## src/hdl/chgsup_defines.svh

```systemverilog
// Constants for the charge supervisor: offsets, fields, reset values, timing
//
// What this block does
// RULE1 - Charge only while thermistor sits between coldest and hottest limits; else suspend.
// RULE2 - Cool zone cuts charge current, down to 20% when selected.
// RULE3 - Warm zone regulates at programmed voltage or 4.1V per select bit.
// RULE4 - Charge termination inhibited in cool or warm zone.
// RULE5 - Boost outside thermistor window: suspend, bus status 000, thermistor fault.
// RULE6 - Safety timer limit 2 hours below low-battery level, else programmed length.
// RULE7 - Timer expiry sets charge fault 11 and raises an interrupt.
// RULE8 - Clearing timer enable stops the safety timer completely.
// RULE9 - Timer runs half rate in input limiting, cool cut or thermal regulation.
// RULE10 - Slowdown enable at 0 keeps the timer at full rate.
// RULE11 - Timer holds its count during a fault and resumes afterwards.
// RULE12 - Stopping and restarting charge, by pin or bit, resets the timer.
// RULE13 - System minimum flag follows system floor regulation.
// RULE14 - Input voltage and input current limit flags follow limiting.
// RULE15 - Switch off request opens the battery switch now or after ship delay.
// RULE16 - Ship mode exits on adapter, request clear, register reset or button press.
// RULE17 - Button ship exit also sets input float enable.
// RULE18 - No boost while input float is enabled.
// RULE19 - Button held for hold time, no adapter, switch on: open switch briefly.
// RULE20 - Button reset ignored while button reset enable is 0.
// RULE21 - An interrupt event seen while no pulse runs gives one active-low pulse of 256 us.
// RULE22 - Deglitch, hold, reset and ship delays are clock counters that restart.
`ifndef CHGSUP_DEFINES_SVH
`define CHGSUP_DEFINES_SVH

// ==========================================================================
// Register map
`define CS_ADDR_CTRL     12'h000
`define CS_ADDR_STATUS   12'h004
`define CS_ADDR_TIMER    12'h008

// ==========================================================================
// Control register fields
`define CS_CTRL_CHG_ALLOW   0
`define CS_CTRL_TMR_EN      1
`define CS_CTRL_SLOW_EN     2
`define CS_CTRL_LEN_LO      3
`define CS_CTRL_LEN_HI      4
`define CS_CTRL_WARM_SEL    5
`define CS_CTRL_COOL_SEL    6
`define CS_CTRL_OFF_REQ     7
`define CS_CTRL_DLY_SEL     8
`define CS_CTRL_BTN_RST_EN  9
`define CS_CTRL_FLOAT_EN    10
`define CS_CTRL_BOOST_EN    11
`define CS_CTRL_REG_RST     31
`define CS_CTRL_RESET       32'h0000_020f
`define CS_CTRL_MASK        32'h0000_0fff

// ==========================================================================
// Pin synchroniser layout and reset value (active-low pins idle high)
`define CS_SYNC_W     14
`define CS_SYNC_RST   14'h3000

// ==========================================================================
// Timing: clock, timer tick, hours and fixed limits
`define CS_CLK_MHZ        125
`define CS_TICK_US        1000
`define CS_MS_PER_HOUR    27'd3600000
`define CS_LOWV_HOURS     27'd2
`define CS_LEN0_HOURS     27'd5
`define CS_LEN1_HOURS     27'd10
`define CS_LEN2_HOURS     27'd15
`define CS_LEN3_HOURS     27'd20
`define CS_INT_PULSE_US   256
`define CS_DEGLITCH_US    1000
`define CS_RST_HOLD_US    8000000
`define CS_RST_DUR_US     250000
`define CS_SHIP_DLY_US    10000000

`endif

```

## src/hdl/chgsup_pkg.sv

```systemverilog
// Types shared by the charge supervisor
`default_nettype none
package chgsup_pkg;
	// Battery switch control states
	typedef enum logic [1:0] {
		CS_SW_ON    = 2'b00,
		CS_SW_DELAY = 2'b01,
		CS_SW_SHIP  = 2'b10,
		CS_SW_RESET = 2'b11
	} chgsup_sw_t;
	// AXI response codes
	typedef enum logic [1:0] {
		CS_RESP_OKAY   = 2'b00,
		CS_RESP_SLVERR = 2'b10
	} chgsup_resp_t;
endpackage
`default_nettype wire

```

## src/hdl/chgsup_top.sv

```systemverilog
// Charge supervisor: temperature qualification, safety timer, ship mode
`include "chgsup_defines.svh"
`default_nettype none
module chgsup_top #(
	parameter int unsigned TICK_CYCLES  = `CS_TICK_US * `CS_CLK_MHZ,
	parameter int unsigned INT_CYCLES   = `CS_INT_PULSE_US * `CS_CLK_MHZ,
	parameter int unsigned DEGL_CYCLES  = `CS_DEGLITCH_US * `CS_CLK_MHZ,
	parameter int unsigned HOLD_CYCLES  = `CS_RST_HOLD_US * `CS_CLK_MHZ,
	parameter int unsigned RDUR_CYCLES  = `CS_RST_DUR_US * `CS_CLK_MHZ,
	parameter int unsigned SDLY_CYCLES  = `CS_SHIP_DLY_US * `CS_CLK_MHZ
) (
	// Clock and reset
	input  wire logic        clk,
	input  wire logic        rstn,
	// AXI4-Lite write address and data
	input  wire logic [11:0] awaddr,
	input  wire logic        awvalid,
	output logic             awready,
	input  wire logic [31:0] wdata,
	input  wire logic [3:0]  wstrb,
	input  wire logic        wvalid,
	output logic             wready,
	// AXI4-Lite write response
	output logic [1:0]       bresp,
	output logic             bvalid,
	input  wire logic        bready,
	// AXI4-Lite read
	input  wire logic [11:0] araddr,
	input  wire logic        arvalid,
	output logic             arready,
	output logic [31:0]      rdata,
	output logic [1:0]       rresp,
	output logic             rvalid,
	input  wire logic        rready,
	// Analog comparator and board pins (asynchronous)
	input  wire logic        chargeEnablePin_n,
	input  wire logic        push_button_pin_n,
	input  wire logic        tsBelowCold,
	input  wire logic        tsCoolZone,
	input  wire logic        tsWarmZone,
	input  wire logic        tsAboveHot,
	input  wire logic        boostWindowOk,
	input  wire logic        batteryLow,
	input  wire logic        inputVoltageLimiting,
	input  wire logic        inputCurrentLimiting,
	input  wire logic        thermalRegulating,
	input  wire logic        systemAtFloor,
	input  wire logic        adapterPresent,
	input  wire logic        chargeFaultPresent,
	input  wire logic [2:0]  busTypeDetected,
	// Regulation and switch controls
	output logic             chargeRun,
	output logic             coolCurrentCut,
	output logic             coolCurrentTwentyPct,
	output logic             warmVoltageCut,
	output logic             terminationInhibit,
	output logic             boostRun,
	output logic             batterySwitchOn,
	output logic             hostIntPin_n
);
	// ======================================================================
	// Pin synchroniser: first stage is read only by the second
	logic [`CS_SYNC_W-1:0] syncA;
	logic [`CS_SYNC_W-1:0] syncB;
	logic [2:0]            busTypeA;
	logic [2:0]            busType;
	always_ff @(posedge clk or negedge rstn) begin
		if (!rstn) begin
			syncA    <= `CS_SYNC_RST;
			syncB    <= `CS_SYNC_RST;
			busTypeA <= 3'h0;
			busType  <= 3'h0;
		end else begin
			syncA    <= {chargeEnablePin_n, push_button_pin_n, tsBelowCold, tsCoolZone,
				tsWarmZone, tsAboveHot, boostWindowOk, batteryLow, inputVoltageLimiting,
				inputCurrentLimiting, thermalRegulating, systemAtFloor, adapterPresent,
				chargeFaultPresent};
			syncB    <= syncA;
			busTypeA <= busTypeDetected;
			busType  <= busTypeA;
		end
	end

	// Named views of the synchronised pins
	wire ceN       = syncB[13];
	wire btnN      = syncB[12];
	wire zCold     = syncB[11];
	wire zCool     = syncB[10];
	wire zWarm     = syncB[9];
	wire zHot      = syncB[8];
	wire bstOk     = syncB[7];
	wire vLow      = syncB[6];
	wire vinLim    = syncB[5];
	wire iinLim    = syncB[4];
	wire thermReg  = syncB[3];
	wire sysFloor  = syncB[2];
	wire adapter   = syncB[1];
	wire faultIn   = syncB[0];

	// ======================================================================
	// AXI4-Lite slave: address and data taken in either order
	logic [31:0] ctrl;
	logic [11:0] awLatch;
	logic [31:0] wLatch;
	logic [3:0]  sLatch;
	logic        awHave;
	logic        wHave;
	logic [26:0] tmrCount;
	logic        tmrFault;
	logic        thermFault;

	// Byte-lane merge of a write into a stored word
	function automatic logic [31:0] laneMerge(input logic [31:0] old,
		input logic [31:0] nw, input logic [3:0] strb);
		logic [31:0] res;
		res = old;
		for (int i = 0; i < 4; i++) begin
			if (strb[i]) begin
				res[i*8 +: 8] = nw[i*8 +: 8];
			end
		end
		return res;
	endfunction

	wire doWrite   = awHave && wHave && !bvalid;
	wire wrCtrl    = doWrite && (awLatch[11:2] == `CS_ADDR_CTRL >> 2);
	wire wrMapped  = wrCtrl || (awLatch[11:2] == `CS_ADDR_STATUS >> 2)
		|| (awLatch[11:2] == `CS_ADDR_TIMER >> 2);
	wire [31:0] wrWord   = laneMerge(ctrl, wLatch, sLatch);
	wire        regReset = wrCtrl && wrWord[`CS_CTRL_REG_RST];
	wire doRead    = arvalid && arready;
	assign awready = !awHave;
	assign wready  = !wHave;
	assign arready = !rvalid;

	// Status word assembled from live state
	logic [2:0]  busField;
	chgsup_pkg::chgsup_sw_t swState;
	wire [31:0] statusWord = {15'h0000, swState, batterySwitchOn, boostRun, tmrFault, tmrFault,
		thermFault, busField, iinLim, vinLim, sysFloor, terminationInhibit, warmVoltageCut,
		coolCurrentCut, chargeRun}; // RULE13 RULE14
	wire [31:0] rdWord =
		(araddr[11:2] == `CS_ADDR_CTRL >> 2)   ? (ctrl & `CS_CTRL_MASK) :
		(araddr[11:2] == `CS_ADDR_STATUS >> 2) ? statusWord :
		(araddr[11:2] == `CS_ADDR_TIMER >> 2)  ? {5'h00, tmrCount} : 32'h0000_0000;
	wire rdMapped  = (araddr[11:2] == `CS_ADDR_CTRL >> 2)
		|| (araddr[11:2] == `CS_ADDR_STATUS >> 2) || (araddr[11:2] == `CS_ADDR_TIMER >> 2);

	// Write channel bookkeeping
	always_ff @(posedge clk or negedge rstn) begin
		if (!rstn) begin
			awHave  <= 1'b0;
			wHave   <= 1'b0;
			awLatch <= 12'h000;
			wLatch  <= 32'h0000_0000;
			sLatch  <= 4'h0;
			bvalid  <= 1'b0;
			bresp   <= chgsup_pkg::CS_RESP_OKAY;
		end else begin
			if (awvalid && awready) begin
				awHave  <= 1'b1;
				awLatch <= awaddr;
			end else if (doWrite) begin
				awHave <= 1'b0;
			end
			if (wvalid && wready) begin
				wHave  <= 1'b1;
				wLatch <= wdata;
				sLatch <= wstrb;
			end else if (doWrite) begin
				wHave <= 1'b0;
			end
			if (doWrite) begin
				bvalid <= 1'b1;
				bresp  <= wrMapped ? chgsup_pkg::CS_RESP_OKAY : chgsup_pkg::CS_RESP_SLVERR;
			end else if (bready) begin
				bvalid <= 1'b0;
			end
		end
	end

	// Read channel: answer one cycle after the address is taken
	always_ff @(posedge clk or negedge rstn) begin
		if (!rstn) begin
			rvalid <= 1'b0;
			rdata  <= 32'h0000_0000;
			rresp  <= chgsup_pkg::CS_RESP_OKAY;
		end else if (doRead) begin
			rvalid <= 1'b1;
			rdata  <= rdWord;
			rresp  <= rdMapped ? chgsup_pkg::CS_RESP_OKAY : chgsup_pkg::CS_RESP_SLVERR;
		end else if (rready) begin
			rvalid <= 1'b0;
		end
	end

	// ======================================================================
	// Control register with hardware updates from the switch logic
	logic btnExit;
	logic autoExit;
	logic [31:0] next_ctrl;
	always_comb begin
		next_ctrl = ctrl;
		if (autoExit) begin
			next_ctrl[`CS_CTRL_OFF_REQ] = 1'b0;
		end
		if (btnExit) begin
			next_ctrl[`CS_CTRL_FLOAT_EN] = 1'b1; // RULE17
		end
		// Software write wins; register reset restores every field
		if (regReset) begin
			next_ctrl = `CS_CTRL_RESET;
		end else if (wrCtrl) begin
			next_ctrl = wrWord & `CS_CTRL_MASK;
		end
	end
	always_ff @(posedge clk or negedge rstn) begin
		if (!rstn) begin
			ctrl <= `CS_CTRL_RESET;
		end else begin
			ctrl <= next_ctrl;
		end
	end

	// ======================================================================
	// Temperature qualification and regulation selects
	wire chgEnable  = ctrl[`CS_CTRL_CHG_ALLOW] && !ceN;
	wire tempOk     = !zCold && !zHot; // RULE1
	wire offReq     = ctrl[`CS_CTRL_OFF_REQ];
	assign chargeRun            = chgEnable && tempOk && !tmrFault && !offReq; // RULE1
	assign coolCurrentCut       = chargeRun && zCool; // RULE2
	assign coolCurrentTwentyPct = coolCurrentCut && ctrl[`CS_CTRL_COOL_SEL]; // RULE2
	assign warmVoltageCut       = chargeRun && zWarm && ctrl[`CS_CTRL_WARM_SEL]; // RULE3
	assign terminationInhibit   = zCool || zWarm; // RULE4

	// ======================================================================
	// Boost qualification; float mode blocks boost outright
	wire boostReq = ctrl[`CS_CTRL_BOOST_EN] && !ctrl[`CS_CTRL_FLOAT_EN]; // RULE18
	assign boostRun = boostReq && bstOk; // RULE5
	assign busField = !boostReq ? busType : (bstOk ? 3'b111 : 3'b000); // RULE5
	always_ff @(posedge clk or negedge rstn) begin
		if (!rstn) begin
			thermFault <= 1'b0;
		end else begin
			thermFault <= boostReq && !bstOk; // RULE5
		end
	end

	// ======================================================================
	// Safety timer: millisecond ticks, half rate under regulation
	logic [31:0] tickCnt;
	logic        halfPhase;
	logic        chgEnPrev;
	wire tick       = (tickCnt == TICK_CYCLES - 1);
	wire slowCond   = vinLim || iinLim || coolCurrentCut || thermReg; // RULE9
	wire halfRate   = ctrl[`CS_CTRL_SLOW_EN] && slowCond; // RULE10
	wire restart    = chgEnable && !chgEnPrev; // RULE12
	wire tmrEn      = ctrl[`CS_CTRL_TMR_EN];
	wire advance    = tick && chargeRun && !faultIn && (!halfRate || halfPhase); // RULE11
	logic [26:0] lenHours;
	always_comb begin
		case (ctrl[`CS_CTRL_LEN_HI:`CS_CTRL_LEN_LO])
			2'b00:   lenHours = `CS_LEN0_HOURS;
			2'b01:   lenHours = `CS_LEN1_HOURS;
			2'b10:   lenHours = `CS_LEN2_HOURS;
			default: lenHours = `CS_LEN3_HOURS;
		endcase
	end
	wire [26:0] limitMs = (vLow ? `CS_LOWV_HOURS : lenHours) * `CS_MS_PER_HOUR; // RULE6
	always_ff @(posedge clk or negedge rstn) begin
		if (!rstn) begin
			tickCnt   <= 32'h0000_0000;
			halfPhase <= 1'b0;
			chgEnPrev <= 1'b0;
		end else begin
			tickCnt   <= tick ? 32'h0000_0000 : tickCnt + 32'h0000_0001;
			halfPhase <= tick ? !halfPhase : halfPhase;
			chgEnPrev <= chgEnable;
		end
	end
	// Count and expiry; a disabled timer neither counts nor faults
	always_ff @(posedge clk or negedge rstn) begin
		if (!rstn) begin
			tmrCount <= 27'h0;
			tmrFault <= 1'b0;
		end else if (!tmrEn || restart) begin
			tmrCount <= 27'h0; // RULE8 RULE12
			tmrFault <= 1'b0;
		end else if (tmrCount >= limitMs) begin
			tmrFault <= 1'b1; // RULE7
		end else if (advance) begin
			tmrCount <= tmrCount + 27'h1;
		end
	end

	// ======================================================================
	// Host interrupt: one fixed-width low pulse per event seen while no pulse runs
	logic        tmrFaultPrev;
	logic        thermFaultPrev;
	logic [15:0] intCnt;
	wire intEvent = (tmrFault && !tmrFaultPrev) || (thermFault && !thermFaultPrev); // RULE7
	always_ff @(posedge clk or negedge rstn) begin
		if (!rstn) begin
			tmrFaultPrev   <= 1'b0;
			thermFaultPrev <= 1'b0;
			intCnt         <= 16'h0000;
			hostIntPin_n   <= 1'b1;
		end else begin
			tmrFaultPrev   <= tmrFault;
			thermFaultPrev <= thermFault;
			if (intCnt != 16'h0000) begin
				intCnt       <= intCnt - 16'h0001;
				hostIntPin_n <= (intCnt == 16'h0001); // RULE21
			end else if (intEvent) begin
				intCnt       <= INT_CYCLES[15:0];
				hostIntPin_n <= 1'b0; // RULE21
			end
		end
	end

	// ======================================================================
	// Push-button low-time counter; restarts whenever the pin goes high
	logic [31:0] btnLowCnt;
	logic        btnArmed;
	wire btnDeglitched = !btnN && btnArmed && (btnLowCnt == DEGL_CYCLES - 1); // RULE16 RULE22
	wire btnHeld       = !btnN && (btnLowCnt == HOLD_CYCLES - 1); // RULE19 RULE22
	always_ff @(posedge clk or negedge rstn) begin
		if (!rstn) begin
			btnLowCnt <= 32'h0000_0000;
			btnArmed  <= 1'b0;
		end else begin
			btnLowCnt <= btnN ? 32'h0000_0000 : btnLowCnt + {31'h0, ~&btnLowCnt};
			btnArmed  <= btnN ? 1'b1 : btnArmed; // high seen before the falling edge
		end
	end

	// ======================================================================
	// Battery switch state machine
	logic [31:0] swCnt;
	chgsup_pkg::chgsup_sw_t next_swState;
	wire btnResetOk = ctrl[`CS_CTRL_BTN_RST_EN] && !adapter && !offReq; // RULE20
	always_comb begin
		next_swState = swState;
		btnExit      = 1'b0;
		autoExit     = 1'b0;
		case (swState)
			chgsup_pkg::CS_SW_ON: begin
				if (offReq) begin
					next_swState = ctrl[`CS_CTRL_DLY_SEL] ? chgsup_pkg::CS_SW_DELAY
						: chgsup_pkg::CS_SW_SHIP; // RULE15
				end else if (btnHeld && btnResetOk) begin
					next_swState = chgsup_pkg::CS_SW_RESET; // RULE19
				end
			end
			chgsup_pkg::CS_SW_DELAY: begin
				if (!offReq) begin
					next_swState = chgsup_pkg::CS_SW_ON; // RULE22
				end else if (swCnt == SDLY_CYCLES - 1) begin
					next_swState = chgsup_pkg::CS_SW_SHIP; // RULE15
				end
			end
			chgsup_pkg::CS_SW_SHIP: begin
				if (!offReq || regReset) begin
					next_swState = chgsup_pkg::CS_SW_ON; // RULE16
				end else if (adapter || btnDeglitched) begin
					next_swState = chgsup_pkg::CS_SW_ON; // RULE16
					autoExit     = 1'b1;
					btnExit      = btnDeglitched && !adapter;
				end
			end
			chgsup_pkg::CS_SW_RESET: begin
				if (swCnt == RDUR_CYCLES - 1) begin
					next_swState = chgsup_pkg::CS_SW_ON; // RULE19
				end
			end
			default: next_swState = chgsup_pkg::CS_SW_ON;
		endcase
	end
	// State register and dwell counter; the counter restarts on every change
	always_ff @(posedge clk or negedge rstn) begin
		if (!rstn) begin
			swState <= chgsup_pkg::CS_SW_ON;
			swCnt   <= 32'h0000_0000;
		end else begin
			swState <= next_swState;
			swCnt   <= (next_swState != swState) ? 32'h0000_0000 : swCnt + 32'h0000_0001;
		end
	end
	assign batterySwitchOn = (swState == chgsup_pkg::CS_SW_ON)
		|| (swState == chgsup_pkg::CS_SW_DELAY);
endmodule // chgsup_top
`default_nettype wire

```

## config.mk

```make
export PLATFORM = sky130hd
export DESIGN_NAME = chgsup_top
export DESIGN_NICKNAME = d
export VERILOG_FILES = /design/src/hdl/chgsup_pkg.sv /design/src/hdl/chgsup_top.sv
export VERILOG_INCLUDE_DIRS = /design/src /design/src/hdl
export SDC_FILE = /design/constraint.sdc
export NUM_CORES = 1
export LEC_CHECK = 0
export ABC_AREA = 1
export BUFFER_PORTS_ARGS = -buffer_cell sky130_fd_sc_hd__buf_4
export CORE_MARGIN = 10
export CORE_UTILIZATION = 45
export CTS_CLUSTER_DIAMETER = 80
export DETAILED_ROUTE_END_ITERATION = 7
export SYNTH_ARGS = -nofsm -noshare
export SYNTH_HDL_FRONTEND = slang
export SYNTH_SLANG_ARGS = --single-unit
export TNS_END_PERCENT = 10
```

## constraint.sdc

```tcl
create_clock -name clk -period 7.6 [get_ports clk]
set_input_delay 0.38 -clock clk [delete_from_list [all_inputs] [get_ports clk]]
set_output_delay 0.38 -clock clk [all_outputs]
set_load 0.03 [all_outputs]
```

==> qor.txt <==
Number of synthesized flops with an enable pin = 0
Worst supply voltage drop on vdd = 197.3 uV
Inserted Clock Buffers = 29
Count of warnings emitted by yosys = 0
CP Capture Type = flop
Initial antenna violation count = 2
Number of endpoints with negative hold slack in the final report = 0
Count of pins over their slew limit = 0
Total GRT Usage = 0.1892
Fill cell count = 3246
Final setup violating endpoints = 0
Overall power after layout = 4.133 mW
Num ports = 133
Layout area overhead = 15.39%
Setup repair bufs after CTS = 0
Kind of critical path = flop to flop
Routed length per placed instance = 15.85 um
Routability Congestion = 0.9285
Deepest clock path buffer count = 3
Total via count after detailed routing = 12.86k
Hold/Removal Path Class = input port to flop
Placed inst area = 0.01637 mm2
Result of the run = finished clean
Critical-path top delay cell = sky130_fd_sc_hd__dfstp_2
Proportion of synthesized flip-flops having asynchronous set or reset = 1.000
Layout cell share with drive strength beyond 1 = 0.1115
Net switching power = 1.343 mW
Synthesized instance count = 1892
Via count of the first global-routing pass = 12.86k
DP Wirelength = 29820 um
Final cell area excluding filler cells = 0.01757 mm2
Achievable clock frequency = 151.7 MHz
Largest net degree at the start of global routing = 150
Post-route DRC violation count = 0
Final critical-path share of the clock period = 0.8671
Avg Inst Size Synth = 8.049 um2
Horizontal extent of the die = 204.0 um
Vias per Instance = 5.178
Detailed-route wire length = 39350 um
Critical Path RT = 8.08 ns
Sequential fraction of design power = 0.390
Number of core rows = 67
DIE AREA = 0.04160 mm2
Iter 0 DRT Violations = 862
Grt total ovfl = 0
Dominant synthesized flop cell = sky130_fd_sc_hd__dfrtp_1
Clock slew at the register clock pins of the worst setup and hold paths = 0.06 ns
Effective utilization at floorplan = 0.4553
NumNets Final = 2184
Number of levels the H-tree was split into = 1
P_leak = 8.343 nW
Unique cell type count in the Yosys netlist = 62
Total standard cell area after synthesis = 0.01523 mm2
Clock power share = 0.352
Highest cell delay on the worst timing path = 0.57 ns
Total negative setup slack = 0 ns
Worst Max-Slew Pin Slew = 1.137 ns
Post-DRT Antenna Nets = 0
Comb pwr share = 0.258
Clock latency at the later pin of the worst-skew pair = 0.55 ns
Final critical delay including setup and external delays = 6.590 ns
Register bit total from synthesis = 254
First-pass GRT wire length = 65670 um
Worst clock skew on the final layout = 0.01658 ns
Unrepaired setup endpoints after global routing = no
CTS Sinks = 254
N_diodes = 0
Portion of the post-synthesis area used by sequential elements = 0.4182
Max Cap Viol = 0
Most frequent CP cell = sky130_fd_sc_hd__ha_1
Router iterations before antenna repair = 6
Pint = 2.790 mW
Arrival time reported for the critical path endpoint = 7.07 ns
Largest fanout on the critical path = 27
Power density over the cells = 235.2 mW/mm2
Port Buffers = 101
CTS root buf = sky130_fd_sc_hd__clkbuf_16
Startpoint type of the worst setup path = flop
TritonCTS clock tree = yes
Relative slew margins = 0.2401
Core outline area = 0.03345 mm2
Switching portion of total power = 0.3250
DIE HEIGHT = 204.0 um
==> area by class of cell <==
cell class	instances	area [um2]	share of cell area
Multi-Input combinational cell	1311	7533	0.4287
Sequential cell	254	6369	0.3624
Inverter	291	1092	0.06216
Timing Repair Buffer	125	1006	0.05724
Clock buffer	45	875.8	0.04984
Tap cell	448	560.5	0.03190
Clock inverter	9	136.4	0.007761
==> metrics by stage <==
| step | instances | util | setup slack [ns] | hold slack, ns |
|---|---|---|---|---|
| 2_1_floorplan | 1899 | - | 1.655 | 0.08441 |
| 3_3_place_gp | 2410 | 0.4894 | 1.119 | 0.3342 |
| 3_5_place_dp | 2410 | 0.4894 | 1.036 | 0.3364 |
| 4_1_cts | 2483 | 0.5254 | 0.9809 | 0.01644 |
| 5_1_grt | 2483 | 0.5254 | 0.4154 | 0.03933 |
| 6_report | 2483 | 0.5254 | 1.010 | 0.02976 |
==> registers in the layout, summed over array words and instances (netlist names), 2 cells and up <==
register,flops
wLatch,13
tickCnt,32
rdata,27
swState,2
syncB,14
tmrCount,27
btnLowCnt,32
intCnt,16
awLatch,10
busType,3
sLatch,3
syncA,14
swCnt,32
ctrl,12
busTypeA,3
==> power groups by stage <==
stage               logic (mW)  registers [mW]  clock network, mW
floorplan                0.823            1.61                  0
global placement          1.03            1.63                  0
detailed placement        1.06            1.63                  0
CTS                       1.08            1.61               1.49
global route              1.23            1.63               1.55
finish                    1.07            1.61               1.46
==> cell usage in the layout (no fill, tap or decap), drive strengths merged, types with 3 or more instances in the layout <==
cell / n
nand2: 354
inv: 293
dfrtp: 244
nor2: 233
nor3: 112
buf: 106
nand3: 92
nand4: 86
xor2: 81
ha: 80
o21ai: 72
a21oi: 65
clkbuf: 45
nor4: 24
dlygate4sd3: 19
xnor2: 17
mux2: 16
o22ai: 11
dfstp: 10
fa: 8
conb: 8
o211ai: 6
a31oi: 5
or2: 5
a211oi: 4
o21a: 3
a21o: 3
a22o: 3
a32oi: 3
bufinv: 3
clkinv: 3
==> worst max-delay path: cells and delay by family (launching register included) <==
kind | cells | cell delay, ns
compound gates | 2 | 0.31
buf+inv | 4 | 0.61
simple gates | 11 | 1.61
xor+xnor | 2 | 0.34
fa+ha+maj | 9 | 3.04
flops | 1 | 0.57
==> synthesized netlist by cell type (3+ instances only) <==
master,count,share of area
sky130_fd_sc_hd__nor4_1,22,0.0090
sky130_fd_sc_hd__nand4_1,86,0.035
sky130_fd_sc_hd__nand3_1,71,0.023
sky130_fd_sc_hd__buf_1,3,0.00074
sky130_fd_sc_hd__o211ai_1,6,0.0030
sky130_fd_sc_hd__xor2_1,81,0.047
sky130_fd_sc_hd__xnor2_1,17,0.0098
sky130_fd_sc_hd__a32oi_1,3,0.0017
sky130_fd_sc_hd__a21oi_1,63,0.021
sky130_fd_sc_hd__a31oi_1,5,0.0021
sky130_fd_sc_hd__a211oi_1,4,0.0020
sky130_fd_sc_hd__a21o_1,3,0.0015
sky130_fd_sc_hd__o21ai_0,72,0.024
sky130_fd_sc_hd__buf_2,8,0.0026
sky130_fd_sc_hd__inv_1,288,0.071
sky130_fd_sc_hd__ha_1,80,0.066
sky130_fd_sc_hd__buf_6,7,0.0052
sky130_fd_sc_hd__fa_1,8,0.011
sky130_fd_sc_hd__o21a_1,3,0.0015
sky130_fd_sc_hd__nor2_4,3,0.0022
sky130_fd_sc_hd__a22o_1,3,0.0017
sky130_fd_sc_hd__nor2_2,7,0.0029
sky130_fd_sc_hd__dfrtp_1,244,0.40
sky130_fd_sc_hd__o22ai_1,11,0.0045
sky130_fd_sc_hd__nor3_2,3,0.0020
sky130_fd_sc_hd__dfstp_2,10,0.017
sky130_fd_sc_hd__nand2_2,3,0.0012
sky130_fd_sc_hd__clkbuf_1,15,0.0037
sky130_fd_sc_hd__nor2_1,223,0.055
sky130_fd_sc_hd__buf_4,10,0.0049
sky130_fd_sc_hd__nor3_1,108,0.035
sky130_fd_sc_hd__nand3_2,21,0.014
sky130_fd_sc_hd__mux2_2,16,0.012
sky130_fd_sc_hd__nand2_1,350,0.086
==> repair_timing <==
item,in CTS,in global routing
hold buffers,19,0
resized for setup,0,0
endpoints found under the hold margin,118,0
==> metal layers <==
metal	global-route usage	vias up	wire length [um]
li1	-	6434	-
met1	0.2591	6052	18490
met2	0.2996	299	17490
met3	0.03392	69	2209
met4	0.05660	4	1123
met5	0	-	33
==> cell families (layout without fill, tap and decap cells) <==
family,after synthesis,count (layout),synth area share
simple gates,913,913,0.2765
buf+inv,334,470,0.08889
flops,254,254,0.4182
compound gates,187,187,0.07107
xor+xnor,98,98,0.05636
fa+ha+maj,88,88,0.07624
mux,17,17,0.01249
other cells,1,8,0.0002462
==> path summary, 6_finish.rpt <==
path	slack, ns	end	cells after the start	startpoint
max	1.01	tmrCount[2]	28	ctrl[3]
min	0.03	rvalid	2	rready
max reg2reg	1.01	tmrCount[2]	28	ctrl[3]
min reg2reg	0.35	syncB[0]	0	syncA[0]
max in group asynchronous	5.92	swCnt[17]	3	rstn
min in group asynchronous	0.43	intCnt[8]	2	rstn
Note: power is estimated with default switching activity, not from simulation.
